## config.mk

```make
export PLATFORM = sky130hd
export DESIGN_NAME = cdu_top
export DESIGN_NICKNAME = d
export VERILOG_FILES = /design/src/cdu_pkg.sv /design/src/cdu_top.sv
export SDC_FILE = /design/constraint.sdc
export NUM_CORES = 1
export LEC_CHECK = 0
export CAP_MARGIN = 10
export CORE_UTILIZATION = 56
export DETAILED_ROUTE_END_ITERATION = 12
export DONT_BUFFER_PORTS = 1
export PLACE_DENSITY = 0.82
export SYNTH_ARGS = -nofsm -noshare
export SYNTH_HDL_FRONTEND = slang
export SYNTH_SLANG_ARGS = --single-unit
export TNS_END_PERCENT = 5
```

## constraint.sdc

```tcl
create_clock -name clk -period 1.93 [get_ports clk]
set_input_delay 0.579 -clock clk [delete_from_list [all_inputs] [get_ports clk]]
set_output_delay 0.579 -clock clk [all_outputs]
set_load 0.01 [all_outputs]
```

## src/cdu_pkg.sv

```systemverilog
`default_nettype none
package cdu_pkg;
  // ==========================================
  // Register addresses on the special register bus
  localparam logic [7:0] ADDR_DATA_LOW  = 8'h96;
  localparam logic [7:0] ADDR_DATA_HIGH = 8'h97;
  localparam logic [7:0] ADDR_CONTROL   = 8'hB9;

  // ==========================================
  // Control register layout
  localparam int CTL_EN_BIT  = 7;
  localparam int CTL_SRC_LSB = 4;
  localparam int CTL_RNG_LSB = 0;
  localparam logic [7:0] CTL_WRITE_MASK = 8'hF3;
  localparam logic [7:0] CTL_RESET      = 8'h72;
  localparam logic [7:0] LOW_WRITE_MASK = 8'hC0;
  localparam logic [7:0] DATA_RESET     = 8'h00;

  // ==========================================
  // Update source codes
  typedef enum logic [2:0] {
    SRC_TIMER0  = 3'h0,
    SRC_TIMER1  = 3'h1,
    SRC_TIMER2  = 3'h2,
    SRC_TIMER3  = 3'h3,
    SRC_RISE    = 3'h4,
    SRC_FALL    = 3'h5,
    SRC_ANY     = 3'h6,
    SRC_ONWRITE = 3'h7
  } cdu_src_t;

  // ==========================================
  // Full-scale range codes
  typedef enum logic [1:0] {
    RANGE_HALF_MA = 2'h0,
    RANGE_ONE_MA  = 2'h1,
    RANGE_TWO_MA  = 2'h2
  } cdu_range_t;
endpackage
`default_nettype wire

```

## src/cdu_top.sv

```systemverilog
// Notes on behaviour
// - Control bit 7 enables the current converter; zero disables it.
// - Source codes 000..011 update on timer 0..3 overflow.
// - Source codes 100,101,110 update on rising, falling, any convert-start edge.
// - Source code 111 updates on high byte write; reset value of field.
// - Control bits 3:2 read zero, writes ignored.
// - Range 00 is 0.5 mA, 01 is 1.0 mA, 1x is 2.0 mA.
// - High data byte holds word bits 9:2, read/write, resets zero.
// - Low byte bits 7:6 hold word bits 1:0, left-justified.
// - Low byte bits 5:0 read zero, writes discarded.
// - Bias generator on when converter enabled or forced by software.
// - Timer modes hold both bytes until selected overflow, then copy word.
// - Edge modes hold both bytes until selected edge, then copy word.
// - Write mode holds low byte until high byte write; software writes low first.
`default_nettype none
module cdu_top
  import cdu_pkg::*;
#(
  parameter int DATA_W = 10
) (
  // Clock and reset
  input  wire logic              clk,
  input  wire logic              reset,
  // Special register bus
  input  wire logic [7:0]        reg_addr,
  input  wire logic              reg_wr,
  input  wire logic              reg_rd,
  input  wire logic [7:0]        reg_wdata,
  output var  logic [7:0]        reg_rdata_q,
  // Update events and bias force input
  input  wire logic [3:0]        timer_overflow,
  input  wire logic              convert_start_input,
  input  wire logic              bias_generator_force_on,
  // Converter side
  output var  logic [DATA_W-1:0] dac_latch_q,
  output var  logic              converter_enable_q,
  output var  logic [1:0]        full_scale_range_q,
  output var  logic              bias_enable_q
);

  // ==========================================
  // Register file
  logic [7:0] control_q;
  logic [7:0] data_high_q;
  logic [7:0] data_low_q;
  cdu_src_t   src;
  logic       wr_ctl;
  logic       wr_high;
  logic       wr_low;

  assign src     = cdu_src_t'(control_q[CTL_SRC_LSB +: 3]);
  assign wr_ctl  = reg_wr && (reg_addr == ADDR_CONTROL);
  assign wr_high = reg_wr && (reg_addr == ADDR_DATA_HIGH);
  assign wr_low  = reg_wr && (reg_addr == ADDR_DATA_LOW);

  always_ff @(posedge clk) begin
    if (reset) begin
      control_q <= CTL_RESET;
    end else if (wr_ctl) begin
      control_q <= reg_wdata & CTL_WRITE_MASK;
    end
  end

  always_ff @(posedge clk) begin
    if (reset) begin
      data_high_q <= DATA_RESET;
      data_low_q  <= DATA_RESET;
    end else begin
      if (wr_high) begin
        data_high_q <= reg_wdata;
      end
      if (wr_low) begin
        data_low_q <= reg_wdata & LOW_WRITE_MASK;
      end
    end
  end

  always_ff @(posedge clk) begin
    if (reset) begin
      reg_rdata_q <= DATA_RESET;
    end else if (reg_rd) begin
      unique case (reg_addr)
        ADDR_CONTROL:   reg_rdata_q <= control_q;
        ADDR_DATA_HIGH: reg_rdata_q <= data_high_q;
        ADDR_DATA_LOW:  reg_rdata_q <= data_low_q;
        default:        reg_rdata_q <= DATA_RESET;
      endcase
    end
  end

  // ==========================================
  // Convert-start synchroniser and edge detect
  logic sync1_q;
  logic sync2_q;
  logic prev_q;
  logic rise;
  logic fall;

  always_ff @(posedge clk) begin
    if (reset) begin
      sync1_q <= 1'b0;
      sync2_q <= 1'b0;
      prev_q  <= 1'b0;
    end else begin
      sync1_q <= convert_start_input;
      sync2_q <= sync1_q;
      prev_q  <= sync2_q;
    end
  end

  assign rise = sync2_q && !prev_q;
  assign fall = !sync2_q && prev_q;

  // ==========================================
  // Update event selection
  logic update;

  always_comb begin
    unique case (src)
      SRC_TIMER0, SRC_TIMER1, SRC_TIMER2, SRC_TIMER3:
        update = timer_overflow[src[1:0]];
      SRC_RISE:    update = rise;
      SRC_FALL:    update = fall;
      SRC_ANY:     update = rise || fall;
      SRC_ONWRITE: update = wr_high;
    endcase
  end

  // In write mode the new high byte is taken from the bus so that it lands
  // in the same cycle; in other modes the held bytes are copied.
  always_ff @(posedge clk) begin
    if (reset) begin
      dac_latch_q <= '0;
    end else if (update) begin
      if (src == SRC_ONWRITE) begin
        dac_latch_q <= {reg_wdata, data_low_q[7:6]};
      end else begin
        dac_latch_q <= {data_high_q, data_low_q[7:6]};
      end
    end
  end

  // ==========================================
  // Converter controls
  always_ff @(posedge clk) begin
    if (reset) begin
      converter_enable_q <= 1'b0;
      full_scale_range_q <= RANGE_TWO_MA;
      bias_enable_q      <= 1'b0;
    end else begin
      converter_enable_q <= control_q[CTL_EN_BIT];
      // Upper bit set means 2 mA whatever the low bit holds
      if (control_q[CTL_RNG_LSB + 1]) begin
        full_scale_range_q <= RANGE_TWO_MA;
      end else begin
        full_scale_range_q <= control_q[CTL_RNG_LSB +: 2];
      end
      bias_enable_q <= control_q[CTL_EN_BIT] || bias_generator_force_on;
    end
  end

  // ==========================================
  // Checks
  a_reserved_ctl_zero: assert property (@(posedge clk) disable iff (reset)
    reg_rd && reg_addr == ADDR_CONTROL |=> reg_rdata_q[3:2] == 2'b00)
    else $error("control reserved bits not zero");

  a_low_unused_zero: assert property (@(posedge clk) disable iff (reset)
    reg_rd && reg_addr == ADDR_DATA_LOW |=> reg_rdata_q[5:0] == 6'h00)
    else $error("low byte unused bits not zero");

  a_enable_follows: assert property (@(posedge clk) disable iff (reset)
    wr_ctl |=> ##1 converter_enable_q == $past(reg_wdata[7], 2))
    else $error("enable does not follow control bit");

  a_range_decode: assert property (@(posedge clk) disable iff (reset)
    control_q[1] |=> full_scale_range_q == RANGE_TWO_MA)
    else $error("range 1x not decoded as 2 mA");

  a_bias_on: assert property (@(posedge clk) disable iff (reset)
    (control_q[7] || bias_generator_force_on) |=> bias_enable_q)
    else $error("bias not enabled");

  a_write_update: assert property (@(posedge clk) disable iff (reset)
    wr_high && src == SRC_ONWRITE
      |=> dac_latch_q[9:2] == $past(reg_wdata))
    else $error("high write did not update output");

  a_hold_timer: assert property (@(posedge clk) disable iff (reset)
    src == SRC_TIMER0 && !timer_overflow[0] |=> $stable(dac_latch_q))
    else $error("latch changed without timer overflow");

  a_low_held: assert property (@(posedge clk) disable iff (reset)
    wr_low && !update |=> $stable(dac_latch_q))
    else $error("low write reached output");

  a_rise_pulse: assert property (@(posedge clk) disable iff (reset)
    rise |=> !rise)
    else $error("edge pulse longer than one cycle");

  a_rise_update: assert property (@(posedge clk) disable iff (reset)
    src == SRC_RISE && rise && !wr_ctl
      |=> dac_latch_q == {$past(data_high_q), $past(data_low_q[7:6])})
    else $error("rising edge did not copy word");

  a_high_reset_zero: assert property (@(posedge clk)
    $past(reset) |-> data_high_q == DATA_RESET)
    else $error("high byte not zero after reset");

  a_timer_update: assert property (@(posedge clk) disable iff (reset)
    src == SRC_TIMER2 && timer_overflow[2]
      |=> dac_latch_q[9:2] == $past(data_high_q))
    else $error("timer 2 overflow did not update");

  // ==========================================
  // Further checks on the update paths
  // All three edge modes copy the held word as a whole, never one byte alone
  a_fall_update: assert property (@(posedge clk) disable iff (reset)
    src == SRC_FALL && fall
      |=> dac_latch_q == {$past(data_high_q), $past(data_low_q[7:6])})
    else $error("falling edge did not copy word");

  a_any_update: assert property (@(posedge clk) disable iff (reset)
    src == SRC_ANY && (rise || fall)
      |=> dac_latch_q == {$past(data_high_q), $past(data_low_q[7:6])})
    else $error("any edge did not copy word");

  a_rise_hold: assert property (@(posedge clk) disable iff (reset)
    src == SRC_RISE && !rise |=> $stable(dac_latch_q))
    else $error("latch changed without rising edge");

  a_fall_hold: assert property (@(posedge clk) disable iff (reset)
    src == SRC_FALL && !fall |=> $stable(dac_latch_q))
    else $error("latch changed without falling edge");

  a_any_hold: assert property (@(posedge clk) disable iff (reset)
    src == SRC_ANY && !rise && !fall |=> $stable(dac_latch_q))
    else $error("latch changed without any edge");

  a_fall_pulse: assert property (@(posedge clk) disable iff (reset)
    fall |=> !fall)
    else $error("falling pulse longer than one cycle");

  a_overflow_copy: assert property (@(posedge clk) disable iff (reset)
    !src[2] && timer_overflow[src[1:0]]
      |=> dac_latch_q == {$past(data_high_q), $past(data_low_q[7:6])})
    else $error("timer overflow did not copy word");

  // One hold check per timer, so a wrong index in the select shows up
  for (genvar t = 0; t < 4; t++) begin : g_timer_hold
    a_hold_each: assert property (@(posedge clk) disable iff (reset)
      !src[2] && src[1:0] == 2'(t) && !timer_overflow[t] |=> $stable(dac_latch_q))
      else $error("latch changed without its own timer overflow");
  end

  a_no_write_update: assert property (@(posedge clk) disable iff (reset)
    wr_high && src != SRC_ONWRITE && !update |=> $stable(dac_latch_q))
    else $error("high write reached output outside write mode");

  a_write_low_bits: assert property (@(posedge clk) disable iff (reset)
    wr_high && src == SRC_ONWRITE |=> dac_latch_q[1:0] == $past(data_low_q[7:6]))
    else $error("held low bits not used on high write");

  // ==========================================
  // Further checks on the register file
  a_high_written: assert property (@(posedge clk) disable iff (reset)
    wr_high |=> data_high_q == $past(reg_wdata))
    else $error("high byte not stored");

  a_low_stored: assert property (@(posedge clk) disable iff (reset)
    wr_low |=> data_low_q[7:6] == $past(reg_wdata[7:6]) && data_low_q[5:0] == 6'h00)
    else $error("low byte not stored left-justified");

  a_ctl_reserved_store: assert property (@(posedge clk) disable iff (reset)
    control_q[3:2] == 2'b00)
    else $error("control reserved bits hold ones");

  a_ctl_reset: assert property (@(posedge clk)
    $past(reset) |-> control_q[6:4] == 3'h7)
    else $error("update source not write mode after reset");

  // Unmapped addresses must not leak a stale register onto the bus
  a_unmapped_zero: assert property (@(posedge clk) disable iff (reset)
    reg_rd && reg_addr != ADDR_CONTROL && reg_addr != ADDR_DATA_HIGH
      && reg_addr != ADDR_DATA_LOW |=> reg_rdata_q == 8'h00)
    else $error("unmapped read not zero");

  // ==========================================
  // Further checks on the converter controls
  a_enable_low: assert property (@(posedge clk) disable iff (reset)
    !control_q[7] |=> !converter_enable_q)
    else $error("converter enabled with control bit clear");

  a_bias_off: assert property (@(posedge clk) disable iff (reset)
    !control_q[7] && !bias_generator_force_on |=> !bias_enable_q)
    else $error("bias on with no requester");

  a_range_low: assert property (@(posedge clk) disable iff (reset)
    !control_q[1] |=> full_scale_range_q == $past(control_q[1:0]))
    else $error("range 0x not passed through");

endmodule
`default_nettype wire

```

==> flow_summary.ini <==
[outcome]
status = completed

[grt]
globalRouteOverflowTotal = 0
grt_pass1_wl_um = 5600
antenna_found_initial = 0
grt_start_max_net_pins = 51
grt_usage = 0.212
grt_pass1_vias = 1229

[yosys]
syn_inst = 194
synth-main-ff-cell = dfxtp_1
ys_warn_count = 0
synthTopCellsByCount = 41 x dfxtp_1, 31 x nor2_1, 24 x mux2i_1, 10 x mux2_2, 10 x nand3_1
synth_area_leaders = dfxtp_1 43%, mux2i_1 12%, nor2_1 6.0%
syn-num-nets = 222
synth_area_per_cell_um2 = 9.94
yosysSeqAreaShare = 0.426
synth_top_area_share = 0.426
syn_area_um2 = 1930
ys_async_sr_fraction = 0
ys_seq_elements = 41
yosysMostFrequentCell = dfxtp_1
yosys.area.top_type = dfxtp_1
ys_types = 36
synth_edf_count = 0

[floorplan]
initial_core_util = 0.612
io_pins = 48
die_area_um2 = 3680
die_y_um = 60.7
die_w_um = 60.7
core_area_um2 = 3150
row_count = 20

[worst_setup_path]
cp.required_ns = 2.18
cp-start-kind = register
cp_cell_sequence = inv_1 -> ha_1 -> mux2i_1 -> o211ai_1 -> a2bb2oi_4 -> mux2_2
crit_type = reg2reg
crit_path_max_incr_delay_ns = 0.38
r2r-start = sync2_q$_SDFF_PP0_
critPathSlowestCell = mux2_2
cp-startpoint = sync2_q$_SDFF_PP0_
arrival_ns = 2.02
cp-end-kind = register
crit_fanout = 10

[power]
power.total_mw = 1.38
power_density_nw_per_um2 = 698
p_leak_nw = 0.851
ir_drop_uv = 454

[clocking]
post_cts_buffers = 0
cts_sinks = 41
clkSlewWorstSetupHoldPaths_ns = 0.11
cts_buffer_depth = 2
clockRootBuffer = clkbuf_4
htreeDepth = 2
cts-resized-gates = 0
cts_tree = yes
ctsHoldBuffers = 0
cts_made_buffers = 5
clk-insertion-delay-late_ns = 0.35

[layout]
layoutNonFillerInstCount = 237
num_antenna_cells = 0
drive_gt1_frac = 0.166
syn_to_final_growth_pct = 2.53
fin_nets = 220

[sta]
setup_viol = 0
fmax_mhz = 566
hold_viol = 0
rsz0062_at_grt = false
min_period_over_period = 0.916
worst_slack_ns = 0.162
finalCriticalPeriod_ns = 1.77
skew_ns = 0.00410
setup_tns_ns = 0
slew_headroom = 0.701
finalMaxSlewViolations = 0
tightest_slew_ns = 0.447

[placement]
dp_hpwl_um = 2660
dp_slack_ns = 0.102
portBuffers = 0
place_congestion = 0.832
dpl.cell_count = 229

[detailed_routing]
via_count = 1300
via_per_inst = 5.49
route.met3.wl_um = 283
firstDrtPassIters = 4
dr_wl_met2_um = 1660
drt_wl_total_um = 3600
drt-met1-wl_um = 1600
drt_iter0_markers = 43
wl_per_cell_um = 15.2
drc_errors = 0
ant_nets = 0
routed.top_layer = met4

[job]
drv_cap = 0

[min_path]
hp-start = reset
hold_class = in2reg
## power by group
| group | total [mW] | internal (mW) | switching (mW) |
|---|---|---|---|
| clock | 0.483 | 0.211 | 0.272 |
| sequential | 0.854 | 0.851 | 0.00339 |
| combinational | 0.0416 | 0.0226 | 0.0191 |
## metrics by stage
stage | utilization | hold slack [ns] | instance area (um2)
2_1_floorplan | - | 0.414 | 1930
3_3_place_gp | 0.605 | 0.422 | 1910
3_5_place_dp | 0.605 | 0.437 | 1910
4_1_cts | 0.627 | 0.269 | 1980
5_1_grt | 0.627 | 0.249 | 1980
6_report | 0.627 | 0.288 | 1980
## cells by family after synthesis
| logic type | count (synthesis) | synth area share |
|---|---|---|
| multiplexers | 34 | 0.183 |
| buffers and inverters | 20 | 0.0668 |
| flip-flops | 41 | 0.426 |
| adder cells (fa/ha/maj) | 2 | 0.0130 |
| AO/OA/AOI/OAI | 21 | 0.0934 |
| AND/OR/NAND/NOR | 76 | 0.218 |
## sequential cells by signal, summed over array words and instances (netlist names)
register,flops
sync1_q,1
data_low_q,2
data_high_q,8
control_q,6
reg_rdata_q,8
prev_q,1
dac_latch_q,10
converter_enable_q,1
bias_enable_q,1
sync2_q,1
full_scale_range_q,2
## area by class of cell
type | count | area [um2]
clock buffer | 7 | 65.1
clock inverter | 1 | 5.00
fill | 283 | 1180
inverter | 8 | 30.0
multi-input combinational | 133 | 978
sequential | 41 | 821
tap | 44 | 55.1
timing repair buffer | 3 | 22.5
## cells in the final DEF (no fill, tap or decap), types with 3 or more instances in the layout
| cell | n |
|---|---|
| a211o_1 | 4 |
| a21o_1 | 4 |
| a21oi_1 | 6 |
| and2b_1 | 4 |
| and2b_2 | 5 |
| buf_4 | 3 |
| clkbuf_4 | 5 |
| dfxtp_1 | 41 |
| inv_1 | 8 |
| mux2_2 | 10 |
| mux2i_1 | 24 |
| nand2_1 | 6 |
| nand2b_1 | 5 |
| nand3_1 | 10 |
| nor2_1 | 31 |
| nor2b_1 | 3 |
## layer usage
metal,vias to the layer above,track usage
met3,6,0.0959
met4,0,0.0877
met2,46,0.339
met1,592,0.248
li1,656,-
met5,-,0
## worst max-delay path, delay by kind of cell, from the launching register on
family | cells | cell delay (ns)
multiplexers | 2 | 0.54
buffers and inverters | 1 | 0.06
AO/OA/AOI/OAI | 2 | 0.53
flip-flops | 1 | 0.36
adder cells (fa/ha/maj) | 1 | 0.19
## path summary, 6_finish.rpt
| check | end | cells after the start | slack (ns) |
|---|---|---|---|
| hold reg to reg | sync2_q$_SDFF_PP0_ | 1 | 0.45 |
| hold / removal | data_high_q[2]$_SDFFE_PP0P_ | 1 | 0.29 |
| setup / recovery | dac_latch_q[4]$_SDFFE_PP0P_ | 6 | 0.16 |
| setup reg to reg | dac_latch_q[4]$_SDFFE_PP0P_ | 6 | 0.16 |
Power figures use the tool's default switching activity.
